File: config.mk
export PLATFORM = sky130hd
export DESIGN_NAME = mswle_top
export DESIGN_NICKNAME = d
export VERILOG_FILES = /design/src/hdl/mswle_pkg.sv /design/src/hdl/mswle_crc16.sv /design/src/hdl/mswle_top.sv
export SDC_FILE = /design/constraint.sdc
export NUM_CORES = 2
export LEC_CHECK = 0
export BUFFER_PORTS_ARGS = -buffer_cell sky130_fd_sc_hd__buf_2
export CORE_MARGIN = 2
export CORE_UTILIZATION = 60
export CTS_CLUSTER_DIAMETER = 60
export CTS_CLUSTER_SIZE = 16
export DETAILED_ROUTE_END_ITERATION = 6
export HOLD_SLACK_MARGIN = 0.03
export PLACE_DENSITY_LB_ADDON = 0.2
export SYNTH_ARGS = -nofsm -noshare
export SYNTH_HDL_FRONTEND = slang
export SYNTH_SLANG_ARGS = --single-unit
File: constraint.sdc
create_clock -name ref_clk -period 9 [get_ports ref_clk]
set_clock_uncertainty 0.05 [all_clocks]
set_input_delay 0.9 -clock ref_clk [delete_from_list [all_inputs] [get_ports ref_clk]]
set_output_delay 0.9 -clock ref_clk [all_outputs]
set_load 0.005 [all_outputs]
File: src/hdl/mswle_pkg.sv
// constants and types shared by the slave function handler
package mswle_pkg;
  // function and exception codes
  localparam logic [7:0] FN_WRITE_MULTI = 8'h10;
  localparam logic [7:0] FN_ACCESS_LOG = 8'h46;
  localparam logic [7:0] EXC_FLAG = 8'h80;
  localparam logic [7:0] EXC_FUNC = 8'h01;
  localparam logic [7:0] EXC_ADDR = 8'h02;
  localparam logic [7:0] EXC_DATA = 8'h03;
  localparam logic [7:0] BCAST_ADDR = 8'h00;
  // frame layout, byte positions within a query
  localparam logic [8:0] POS_SLAVE = 9'h000;
  localparam logic [8:0] POS_FUNC = 9'h001;
  localparam logic [8:0] POS_START_HI = 9'h002;
  localparam logic [8:0] POS_START_LO = 9'h003;
  localparam logic [8:0] POS_COUNT_HI = 9'h004;
  localparam logic [8:0] POS_COUNT_LO = 9'h005;
  localparam logic [8:0] POS_BYTES = 9'h006;
  localparam logic [8:0] POS_DATA = 9'h007;
  localparam logic [8:0] CNT_MAX = 9'h1ff;
  // seven header bytes plus two check bytes
  localparam logic [8:0] WR_FIXED_LEN = 9'h009;
  localparam logic [8:0] MIN_FRAME_LEN = 9'h004;
  localparam logic [8:0] LOG_FRAME_LEN = 9'h004;
  localparam logic [15:0] MAX_REGS = 16'h007d;
  localparam logic [6:0] MAX_WORDS = 7'h7d;
  // response payload lengths, check bytes excluded
  localparam logic [2:0] RSP_LEN_EXC = 3'h3;
  localparam logic [2:0] RSP_LEN_FULL = 3'h6;
  // frame check
  localparam logic [15:0] CRC_INIT = 16'hffff;
  localparam logic [15:0] CRC_POLY = 16'ha001;
  localparam logic [15:0] CRC_RESIDUE = 16'h0000;
  // handler states, one-hot
  typedef enum logic [3:0] {
    ST_RX = 4'h1,
    ST_SCAN = 4'h2,
    ST_WRITE = 4'h4,
    ST_TX = 4'h8
  } mswle_state_e;
endpackage

File: src/hdl/mswle_crc16.sv
// one byte step of the reflected frame check
`timescale 1ns/10ps
module mswle_crc16
  import mswle_pkg::*;
(
  // running value and byte
  input wire logic [15:0] crc_in,
  input wire logic [7:0] data_in,
  // updated value
  output logic [15:0] crc_out
);

  // lsb first, shift right with conditional polynomial
  always_comb begin
    logic [15:0] c;
    c = crc_in ^ {8'h00, data_in};
    for (int i = 0; i < 8; i++) begin
      if (c[0]) begin
        c = (c >> 1) ^ CRC_POLY;
      end else begin
        c = c >> 1;
      end
    end
    crc_out = c;
  end

endmodule

File: src/hdl/mswle_top.sv
// slave handler for write-multiple, access-log and exception replies
`timescale 1ns/10ps
// Function
// write query is addr, func 10, start, count, byte count, data, crc lo/hi
// start field is register number minus 40001
// master asks at most 125 registers per write query
// byte count equals twice the count, range 02 to FA
// each word high byte first, words in ascending register order
// write reply echoes addr, function, start and count with new crc
// slave address zero in a write query is a broadcast, still executed
// log query returns start and count of last successful read or write
// log holds zero after any other function
// log query never broadcast, holds only addr, function and crc
// log reply carries addr, function, 16-bit start, 16-bit count, crc
// unhandled function, address or data gets an exception reply
// bad parity, crc, overrun, framing or busy frames get no reply
// no reply of any kind to a broadcast
// exception reply is addr, function plus 80, code, crc lo/hi
// unsupported function gives code 01
// unusable register address gives code 02
// unacceptable data gives code 03
// partly accessible range is no address error, bad registers skipped
// address error when no register in range exists
// writes to missing registers are discarded
// frame check is crc-16, polynomial a001 reflected, start ffff
// frames for other slave addresses are ignored silently
module mswle_top
  import mswle_pkg::*;
(
  // clock and reset
  input wire logic ref_clk,
  input wire logic rst,
  // own station address
  input wire logic [7:0] my_addr,
  // received bytes from the character receiver
  input wire logic [7:0] rx_data,
  input wire logic rx_valid,
  input wire logic rx_end,
  input wire logic rx_err,
  // holding register access port
  output logic [15:0] reg_addr,
  output logic [15:0] reg_wdata,
  output logic reg_wr,
  input wire logic reg_present,
  input wire logic reg_writable,
  input wire logic reg_value_ok,
  // reply bytes to the transmitter
  output logic [7:0] tx_data,
  output logic tx_valid,
  input wire logic tx_ready
);

  typedef struct packed {
    mswle_state_e st;
    logic [8:0] cnt;
    logic dirty;
    logic [7:0] slv;
    logic [7:0] fn;
    logic [15:0] sa;
    logic [15:0] nreg;
    logic [7:0] bc;
    logic [7:0] hold;
    logic [15:0] crc;
    logic [6:0] idx;
    logic [15:0] raddr;
    logic [15:0] rdata;
    logic any_ok;
    logic bad;
    logic [15:0] log_a;
    logic [15:0] log_n;
    logic [5:0][7:0] tb;
    logic [2:0] tlen;
    logic [2:0] ti;
    logic [7:0] tx_data;
  } mswle_state_s;

  mswle_state_s s, next_s;
  logic [15:0] mem [MAX_WORDS];
  logic mem_we;
  logic [6:0] mem_wa;
  logic [15:0] mem_wd;
  logic [15:0] crc_step;
  logic [8:0] dpos;
  logic frame_ok, addr_hit, acc_ok, last_idx, wr_fmt_ok;

  // one crc stepper serves reception and transmission, never both at once
  mswle_crc16 u_crc (
    .crc_in(s.crc),
    .data_in(s.st == ST_TX ? s.tx_data : rx_data),
    .crc_out(crc_step)
  );

  // arm the transmitter with the first payload byte
  function automatic mswle_state_s start_tx(mswle_state_s c,
                                            logic [2:0] len);
    mswle_state_s r;
    r = c;
    r.tlen = len;
    r.ti = '0;
    r.crc = CRC_INIT;
    r.tx_data = c.tb[0];
    r.st = ST_TX;
    return r;
  endfunction

  // exception reply, suppressed for broadcast; log falls back to zero
  function automatic mswle_state_s load_exc(mswle_state_s c,
                                            logic [7:0] code);
    mswle_state_s r;
    r = c;
    r.log_a = '0;
    r.log_n = '0;
    r.st = ST_RX;
    if (c.slv != BCAST_ADDR) begin
      r.tb[0] = c.slv;
      r.tb[1] = c.fn | EXC_FLAG;
      r.tb[2] = code;
      r = start_tx(r, RSP_LEN_EXC);
    end
    return r;
  endfunction

  // frame qualification; check bytes included so a clean frame leaves zero
  assign frame_ok = !rx_err && (s.cnt >= MIN_FRAME_LEN)
                    && (s.crc == CRC_RESIDUE);
  assign addr_hit = (s.slv == my_addr) || (s.slv == BCAST_ADDR);
  assign acc_ok = reg_present && reg_writable;
  assign last_idx = ({9'h000, s.idx} == s.nreg - 16'h0001);
  assign wr_fmt_ok = (s.nreg != 16'h0000) && (s.nreg <= MAX_REGS)
                     && ({s.nreg[14:0], 1'b0} == {8'h00, s.bc})
                     && (s.cnt == {1'b0, s.bc} + WR_FIXED_LEN);
  assign dpos = s.cnt - POS_DATA;

  // outputs: data from flops, tx_valid from state, reg_wr from state and the access check
  assign reg_addr = s.raddr;
  assign reg_wdata = s.rdata;
  assign reg_wr = (s.st == ST_WRITE) && acc_ok;
  assign tx_data = s.tx_data;
  assign tx_valid = (s.st == ST_TX);

  // next state of the whole handler
  always_comb begin
    next_s = s;
    mem_we = 1'b0;
    mem_wa = dpos[7:1];
    mem_wd = {s.hold, rx_data};
    case (s.st)
      ST_RX: begin
        if (s.dirty) begin
          // tail of a frame that began while busy: drop it whole
          if (rx_end) begin
            next_s.dirty = 1'b0;
          end
        end else if (rx_end) begin
          next_s.cnt = '0;
          next_s.crc = CRC_INIT;
          if (frame_ok && addr_hit) begin
            case (s.fn)
              FN_WRITE_MULTI: begin
                if (wr_fmt_ok) begin
                  next_s.st = ST_SCAN;
                  next_s.idx = '0;
                  next_s.raddr = s.sa;
                  next_s.rdata = mem[0];
                  next_s.any_ok = 1'b0;
                  next_s.bad = 1'b0;
                end else begin
                  next_s = load_exc(next_s, EXC_DATA);
                end
              end
              FN_ACCESS_LOG: begin
                next_s.log_a = '0;
                next_s.log_n = '0;
                if (s.slv == BCAST_ADDR) begin
                  next_s.st = ST_RX;
                end else if (s.cnt != LOG_FRAME_LEN) begin
                  next_s = load_exc(next_s, EXC_DATA);
                end else begin
                  next_s.tb = {s.log_n[7:0], s.log_n[15:8], s.log_a[7:0],
                               s.log_a[15:8], s.fn, s.slv};
                  next_s = start_tx(next_s, RSP_LEN_FULL);
                end
              end
              default: begin
                next_s = load_exc(next_s, EXC_FUNC);
              end
            endcase
          end
        end else if (rx_valid) begin
          next_s.crc = crc_step;
          if (s.cnt != CNT_MAX) begin
            next_s.cnt = s.cnt + 9'h001;
          end
          // field capture in the order the query carries them
          case (s.cnt)
            POS_SLAVE: next_s.slv = rx_data;
            POS_FUNC: next_s.fn = rx_data;
            POS_START_HI: next_s.sa[15:8] = rx_data;
            POS_START_LO: next_s.sa[7:0] = rx_data;
            POS_COUNT_HI: next_s.nreg[15:8] = rx_data;
            POS_COUNT_LO: next_s.nreg[7:0] = rx_data;
            POS_BYTES: next_s.bc = rx_data;
            default: begin
              // high byte held, word stored on its low byte
              if (!dpos[8] && dpos[7:1] < MAX_WORDS) begin
                if (dpos[0]) begin
                  mem_we = 1'b1;
                end else begin
                  next_s.hold = rx_data;
                end
              end
            end
          endcase
        end
      end
      ST_SCAN: begin
        // first pass only checks, so a refused value writes nothing
        next_s.any_ok = s.any_ok || acc_ok;
        next_s.bad = s.bad || (acc_ok && !reg_value_ok);
        if (last_idx) begin
          if (!next_s.any_ok) begin
            next_s = load_exc(next_s, EXC_ADDR);
          end else if (next_s.bad) begin
            next_s = load_exc(next_s, EXC_DATA);
          end else begin
            next_s.st = ST_WRITE;
            next_s.idx = '0;
            next_s.raddr = s.sa;
            next_s.rdata = mem[0];
            next_s.log_a = '0;
            next_s.log_n = '0;
          end
        end else begin
          next_s.idx = s.idx + 7'h01;
          next_s.raddr = s.raddr + 16'h0001;
          next_s.rdata = mem[s.idx + 7'h01];
        end
      end
      ST_WRITE: begin
        // skipped registers neither count nor move the logged start
        if (acc_ok) begin
          if (s.log_n == 16'h0000) begin
            next_s.log_a = s.raddr;
          end
          next_s.log_n = s.log_n + 16'h0001;
        end
        if (last_idx) begin
          if (s.slv == BCAST_ADDR) begin
            next_s.st = ST_RX;
          end else begin
            next_s.tb = {s.nreg[7:0], s.nreg[15:8], s.sa[7:0],
                         s.sa[15:8], s.fn, s.slv};
            next_s = start_tx(next_s, RSP_LEN_FULL);
          end
        end else begin
          next_s.idx = s.idx + 7'h01;
          next_s.raddr = s.raddr + 16'h0001;
          next_s.rdata = mem[s.idx + 7'h01];
        end
      end
      ST_TX: begin
        // payload bytes feed the crc, then low and high check bytes
        if (tx_ready) begin
          next_s.ti = s.ti + 3'h1;
          if (s.ti < s.tlen - 3'h1) begin
            next_s.crc = crc_step;
            next_s.tx_data = s.tb[s.ti + 3'h1];
          end else if (s.ti == s.tlen - 3'h1) begin
            next_s.crc = crc_step;
            next_s.tx_data = crc_step[7:0];
          end else if (s.ti == s.tlen) begin
            next_s.tx_data = s.crc[15:8];
          end else begin
            next_s.st = ST_RX;
            next_s.crc = CRC_INIT;
          end
        end
      end
      default: begin
        next_s.st = ST_RX;
      end
    endcase
    // bytes arriving while busy taint the frame until its end
    if (s.st != ST_RX) begin
      if (rx_end) begin
        next_s.dirty = 1'b0;
      end else if (rx_valid) begin
        next_s.dirty = 1'b1;
      end
    end
  end

  // state register
  always_ff @(posedge ref_clk) begin
    if (rst) begin
      s <= '0;
      s.st <= ST_RX;
      s.crc <= CRC_INIT;
    end else begin
      s <= next_s;
    end
  end

  // word buffer; written as each low byte arrives, before the crc of the frame is checked
  always_ff @(posedge ref_clk) begin
    if (mem_we) begin
      mem[mem_wa] <= mem_wd;
    end
  end
endmodule

## Word-level counts from Yosys, hierarchy flattened

Memories as Yosys holds them, arrays and structs flattened.
Cells that the tools add are included.

- Flip-flop bits (word level): 229
- RAM bits: 2000
- Memories: 1
- Output and inout port bits: 42
- Word-level logic and storage cells: 254
- Bits of input ports: 25

- Bitwise gates (word level): 12
- Mux-type cells: 92
- $add $sub $neg: 9
- Equal/unequal tests: 52
- Reductions and logical operators: 55
- Magnitude comparators: 5

Memory list:

| memory | words | width | read ports | clocked after memory_dff | write ports | RTL line | source |
|---|---|---|---|---|---|---|---|
| mem | 125 | 16 | 2 | 0 | 1 | mswle_top.sv:78 | `logic [15:0] mem [MAX_WORDS];` |

Operators by type and width:

| cell | count |
|---|---|
| 229-bit two-way mux | 7 |
| 229-bit one-hot mux with 2 select lines | 1 |
| 124-bit one-hot mux with 3 select lines | 1 |
| 94-bit two-way mux | 3 |
| 225-bit two-way mux | 1 |
| 74-bit one-hot mux with 3 select lines | 1 |
| 215-bit two-way mux | 1 |
| 16-bit two-way mux | 13 |
| 96-bit two-way mux | 2 |
| 90-bit two-way mux | 2 |
| 80-bit two-way mux | 2 |
| 151-bit two-way mux | 1 |
| 135-bit two-way mux | 1 |
| 8-bit two-way mux | 15 |
| 39-bit two-way mux | 3 |
| 11-bit AND reduction | 8 |
| 32-bit two-way mux | 2 |
| 16-bit one-hot mux with 4 select lines | 1 |
| 62-bit two-way mux | 1 |
| 11-bit one-hot mux with 4 select lines | 1 |
| 41-bit two-way mux | 1 |
| 4-bit two-way mux | 9 |
| 3-bit inequality test, second input constant | 12 |
| 16-bit by 1-bit adder with 16-bit output, second input constant | 2 |
| other kinds (63) | 134 |

## Depth between registers and ports, before layout

- Depth after elaboration: 26
- Mapped depth: 15
- Depth with buffers taken out: 11

## Cells and area by module

From an unflattened synthesis, not the netlist that was laid out.

- Cell total of the unflattened synthesis: 4763
- Area total of the unflattened synthesis: 89479.6 µm²

Modules (own cells, without submodules):

| module | area each (µm²) | times used | sequential area each (µm²) | cells an instance |
|---|---|---|---|---|
| mswle_top | 89195.5 | 1 | 64642.0 | 4734 |
| mswle_crc16 | 284.0 | 1 | 0.0 | 29 |

## Worst setup path before layout

OpenSTA, ideal clock, no wires.

- Kind: reg-to-reg
- From: register s[227] in the netlist's numbering
- To: memory mem[93][0], enable pin
- Buffers on the path: 2
- Setup slack: 5.060 ns
- Period minus slack after synthesis: 3.940 ns
- Setup time: 0.409 ns
- Required time: 8.541 ns
- Cell stages (with the launch flop): 10
- Arrival time: 3.481 ns
- Cell sequence: dfxtp_1 -> clkbuf_1 -> or4b_2 -> clkbuf_1 -> nor4b_1 -> o21ai_0 -> nor2_1 -> o31ai_1 -> or3_1 -> nor3_1

- Word-level cells in the longest chain between the ends: 4

RTL lines:

| element | RTL line | source |
|---|---|---|
| start: declaration | mswle_top.sv:77 | `mswle_state_s s, next_s;` |
| start signal: assignment | mswle_top.sv:300 | `s <= next_s;` |
| 4-bit by 1-bit == test with 1-bit output | mswle_top.sv:147 | `case (s.st)` |
| 1-bit two-way mux | mswle_top.sv:147 |  |
| 1-bit two-way mux | mswle_top.sv:306 | `if (mem_we) begin` |
| 1-bit two-way mux (implied by the code) | mswle_top.sv:307 | `mem[mem_wa] <= mem_wd;` |
| end: declaration | mswle_top.sv:78 |  |

No other way between the ends.

## Final worst setup path

- From: register s[228] in the netlist's numbering
- To: memory mem[25][5], enable pin

The elaborated chain is that of the path after synthesis.

==> Flow_metrics.wiki <==
{| class="wikitable"
! Metric !! Value
|-
| Status || complete, no violations
|-
| IO Count || 67
|-
| Crit path time final || 5600 ps
|-
| Fraction of power consumed by combinational cells || 1.5%
|-
| Async set or reset register ratio after synthesis || 0%
|-
| Clk sinks || 2229
|-
| Number of inserted filler cells in the final layout || 9528
|-
| Net total in the final layout || 4776
|-
| Final setup vio count || 0
|-
| Via count || 46900
|-
| Clock buffers created by TritonCTS || 167
|-
| Overflow after GRT || 0
|-
| Largest buffer count on any clock path || 3
|-
| Most used cells in the layout excluding fill and tap cells || 2000 x sky130_fd_sc_hd__edfxtp_1, 631 x sky130_fd_sc_hd__mux4_2, 220 x sky130_fd_sc_hd__dfxtp_1, 184 x sky130_fd_sc_hd__nor2_1, 179 x sky130_fd_sc_hd__buf_4
|-
| Iter 0 DRT Violations || 6249
|-
| Avg Inst Size Synth || 19.2 um2
|-
| Floorplan die height || 389 um
|-
| # hold bufs at CTS || 0
|-
| Area of the multi-input gates || 23100 um2
|-
| Global-route wire length before repair || 320000 um
|-
| Global routing usage summed across all routing layers || 29.3%
|-
| Part of the total power dissipated in the clock network || 38.4%
|-
| Count of flip-flops with a built-in enable after synthesis || 2000
|-
| Number of nets still failing antenna checks after routing || 0
|-
| Upper clock frequency limit || 0.178 GHz
|-
| Total Neg Setup Slack || 0 ps
|-
| Number of max-cap violations || 0
|-
| Setup slack after layout || 3400 ps
|-
| Placement Setup Slack || 3540 ps
|-
| NetSw || 3.72 mW
|-
| Area taken by flip-flops and latches || 64700 um2
|-
| Via-per-instance ratio || 6.96
|-
| Req. time, crit path || 9380 ps
|-
| Switching share of power || 20.0%
|-
| Post-layout total power || 18.6 mW
|-
| Cell chosen for the clock root || sky130_fd_sc_hd__clkbuf_16
|-
| FP Rows || 141
|-
| Area grow syn2layout || 8.92%
|-
| Worst max-slew margin expressed relative to the limit || 5.95%
|-
| Routed Wire Length || 220000 um
|-
| Number of setup buffers added after CTS || 0
|-
| Routed wirelength normalized by instance count || 32.6 um
|-
| Number of synthesis warnings || 0
|-
| DPL Wire Length || 132000 um
|-
| Most common cell type on the critical path || sky130_fd_sc_hd__nor2_1
|-
| Cell count after synthesis || 4650
|-
| Setup repair after global routing missed its margin || no
|-
| Main area contributors after synthesis || sky130_fd_sc_hd__edfxtp_1 67%, sky130_fd_sc_hd__mux4_2 16%, sky130_fd_sc_hd__dfxtp_1 5.1%
|-
| Die boundary width || 389 um
|-
| Reg-to-reg critical path startpoint || s[228]$_SDFFE_PP0P_
|-
| Largest net degree at the start of global routing || 127
|-
| Die area || 152000 um2
|-
| Max Fanout on Critical Path || 17
|-
| Worst path cell trace || or4b_2 > nor4b_1 > o21ai_0 > nor2_1 > o31ai_1 > buf_4 > nor2_1 > nand3_1 > nor2_2
|-
| Flip-flop cell with the highest count after synthesis || sky130_fd_sc_hd__edfxtp_1
|-
| Fin. max-slew vios || 0
|-
| Worst VDD drop || 0.210 mV
|-
| Largest area contributor in the synthesized netlist || sky130_fd_sc_hd__edfxtp_1
|-
| Min-Delay Startpoint || rx_end
|-
| Starting density of the core || 60.4%
|-
| DRC || 0
|-
| Cell Area, Synth || 89100 um2
|-
| Worst-path clk slew || 70 ps
|-
| Count of cells resized by post-cts repair || 0
|-
| Final hold vios || 0
|-
| Sequential share of the synthesized area || 72.6%
|-
| Worst setup path startpoint || s[228]$_SDFFE_PP0P_
|-
| Startpoint kind of the worst setup timing path || flip-flop
|-
| Leakage power total || 32.0 nW
|-
| Area fraction of the dominant cell type after synthesis || 67.4%
|-
| Endpoint arrival time on the critical path || 5990 ps
|-
| Cell Int Power || 14.9 mW
|-
| Final period utilization || 62.3%
|-
| Share of power burned in registers || 60.1%
|-
| Clock tree from TritonCTS || done
|-
| Slew @ Worst Pin || 1410 ps
|-
| Net count after synthesis || 4692
|-
| Antenna violations before repair || 9
|-
| Total power divided by cell area || 192 nW/um2
|-
| Routability-driven placement congestion ratio || 0.911
|-
| H-tree depth || 4
|-
| Clock latency on the worst-skew pair || 820 ps
|-
| Post-synthesis cell type count || 82
|-
| CP max-delay cell || sky130_fd_sc_hd__nor2_2
|-
| Total core area || 147000 um2
|-
| Count of TritonRoute iterations in the first routing pass || 6
|-
| Count of input and output buffers || 66
|-
| Utilization after layout || 65.8%
|-
| Leading cell type in the layout, fill and taps excluded || sky130_fd_sc_hd__edfxtp_1
|-
| Nature of the critical path endpoint || flip-flop
|-
| Synthesis-stage register bit count || 2229
|-
| Share of final-layout standard cells stronger than drive strength 1 || 24.4%
|-
| Critical path start-end classification || reg2reg
|-
| Worst Hold Class || in2reg
|-
| Via count of the first global-routing pass || 45700
|-
| Stage delay of the slowest cell on the critical path || 1020 ps
|}
power groups by stage:
| stage | Combinational, mW | Sequential, mW | Clock (mW) |
|---|---|---|---|
| floorplan | 0.131 | 11.4 | 0 |
| global placement | 0.262 | 11.4 | 0 |
| detailed placement | 0.269 | 11.4 | 0 |
| CTS | 0.270 | 11.2 | 7.24 |
| global route | 0.294 | 11.2 | 7.58 |
| finish | 0.275 | 11.2 | 7.15 |
cell usage after synthesis (21+ instances only):
library cell                  n
sky130_fd_sc_hd__edfxtp_1  2000
sky130_fd_sc_hd__xnor2_1     53
sky130_fd_sc_hd__inv_1       26
sky130_fd_sc_hd__a311oi_1    34
sky130_fd_sc_hd__clkbuf_1   199
sky130_fd_sc_hd__a22oi_1     45
sky130_fd_sc_hd__a21oi_1    108
sky130_fd_sc_hd__nor2b_1     44
sky130_fd_sc_hd__mux4_2     631
sky130_fd_sc_hd__nor2_1     214
sky130_fd_sc_hd__buf_4       40
sky130_fd_sc_hd__a221oi_1    29
sky130_fd_sc_hd__a211oi_1    40
sky130_fd_sc_hd__dfxtp_1    229
sky130_fd_sc_hd__buf_2       35
sky130_fd_sc_hd__buf_1       51
sky130_fd_sc_hd__o21ai_0    132
sky130_fd_sc_hd__xor2_1      38
sky130_fd_sc_hd__nor3_1      67
sky130_fd_sc_hd__nand3_1    124
sky130_fd_sc_hd__mux2i_1     21
sky130_fd_sc_hd__nor4_1      31
sky130_fd_sc_hd__nand2_1    165
final cells by class:
class,instances,area share [%]
clock buffers,200,4.56
flip-flops and latches,2229,66.7
well taps,1930,2.49
diodes,3,0.00774
repair buffers,243,1.82
inverters,26,0.101
multi-input cells,2067,23.8
clock inverters,43,0.551
kinds of logic (layout without fill, tap and decap cells):
logic type	count (synthesis)	count (layout)	synth area share, %
other cells	0	3	0
compound gates	541	541	4.15
flops	2229	2229	72.6
xor+xnor	94	94	0.964
mux	653	653	16.2
fa+ha+maj	17	17	0.239
buf+inv	354	512	1.73
simple gates	762	762	4.13
sequential cells by signal, summed over array words and instances (netlist names):
register / cells
mem: 2000
s: 181
reg_addr: 16
reg_wdata: 16
mem_wd: 8
tx_data: 8
layer usage:
metal | track usage [%] | up-vias | part of all wire [%]
li1 | - | 19300 | -
met1 | 43.0 | 24500 | 39
met2 | 45.7 | 2727 | 48
met3 | 5.05 | 412 | 9.9
met4 | 9.53 | 10 | 3.4
met5 | 0 | - | 0.030
final timing paths:
kind	end	slack (ps)	cells after the start
setup / recovery	mem[25][5]$_DFFE_PP_	3400	9
hold / removal	s[215]$_SDFF_PP0_	330	2
setup reg to reg	mem[25][5]$_DFFE_PP_	3400	9
hold reg to reg	s[36]$_SDFFE_PP0P_	420	1
critical path, delay by kind of cell, from the launching register on:
kind | cells | cell delay, ps
flip-flops | 1 | 370
buffers and inverters | 1 | 170
AO/OA/AOI/OAI | 2 | 310
AND/OR/NAND/NOR | 6 | 4270
stage by stage:
step / hold slack [ps] / area [um2] / instances
floorplan: 377 / 89100 / 4650
global placement: 390 / 92000 / 6495
detailed placement: 394 / 92000 / 6495
finish: 334 / 97000 / 6741
CTS: 279 / 97000 / 6738
global route: 317 / 97000 / 6740
Note: power is estimated with default switching activity, not from simulation.
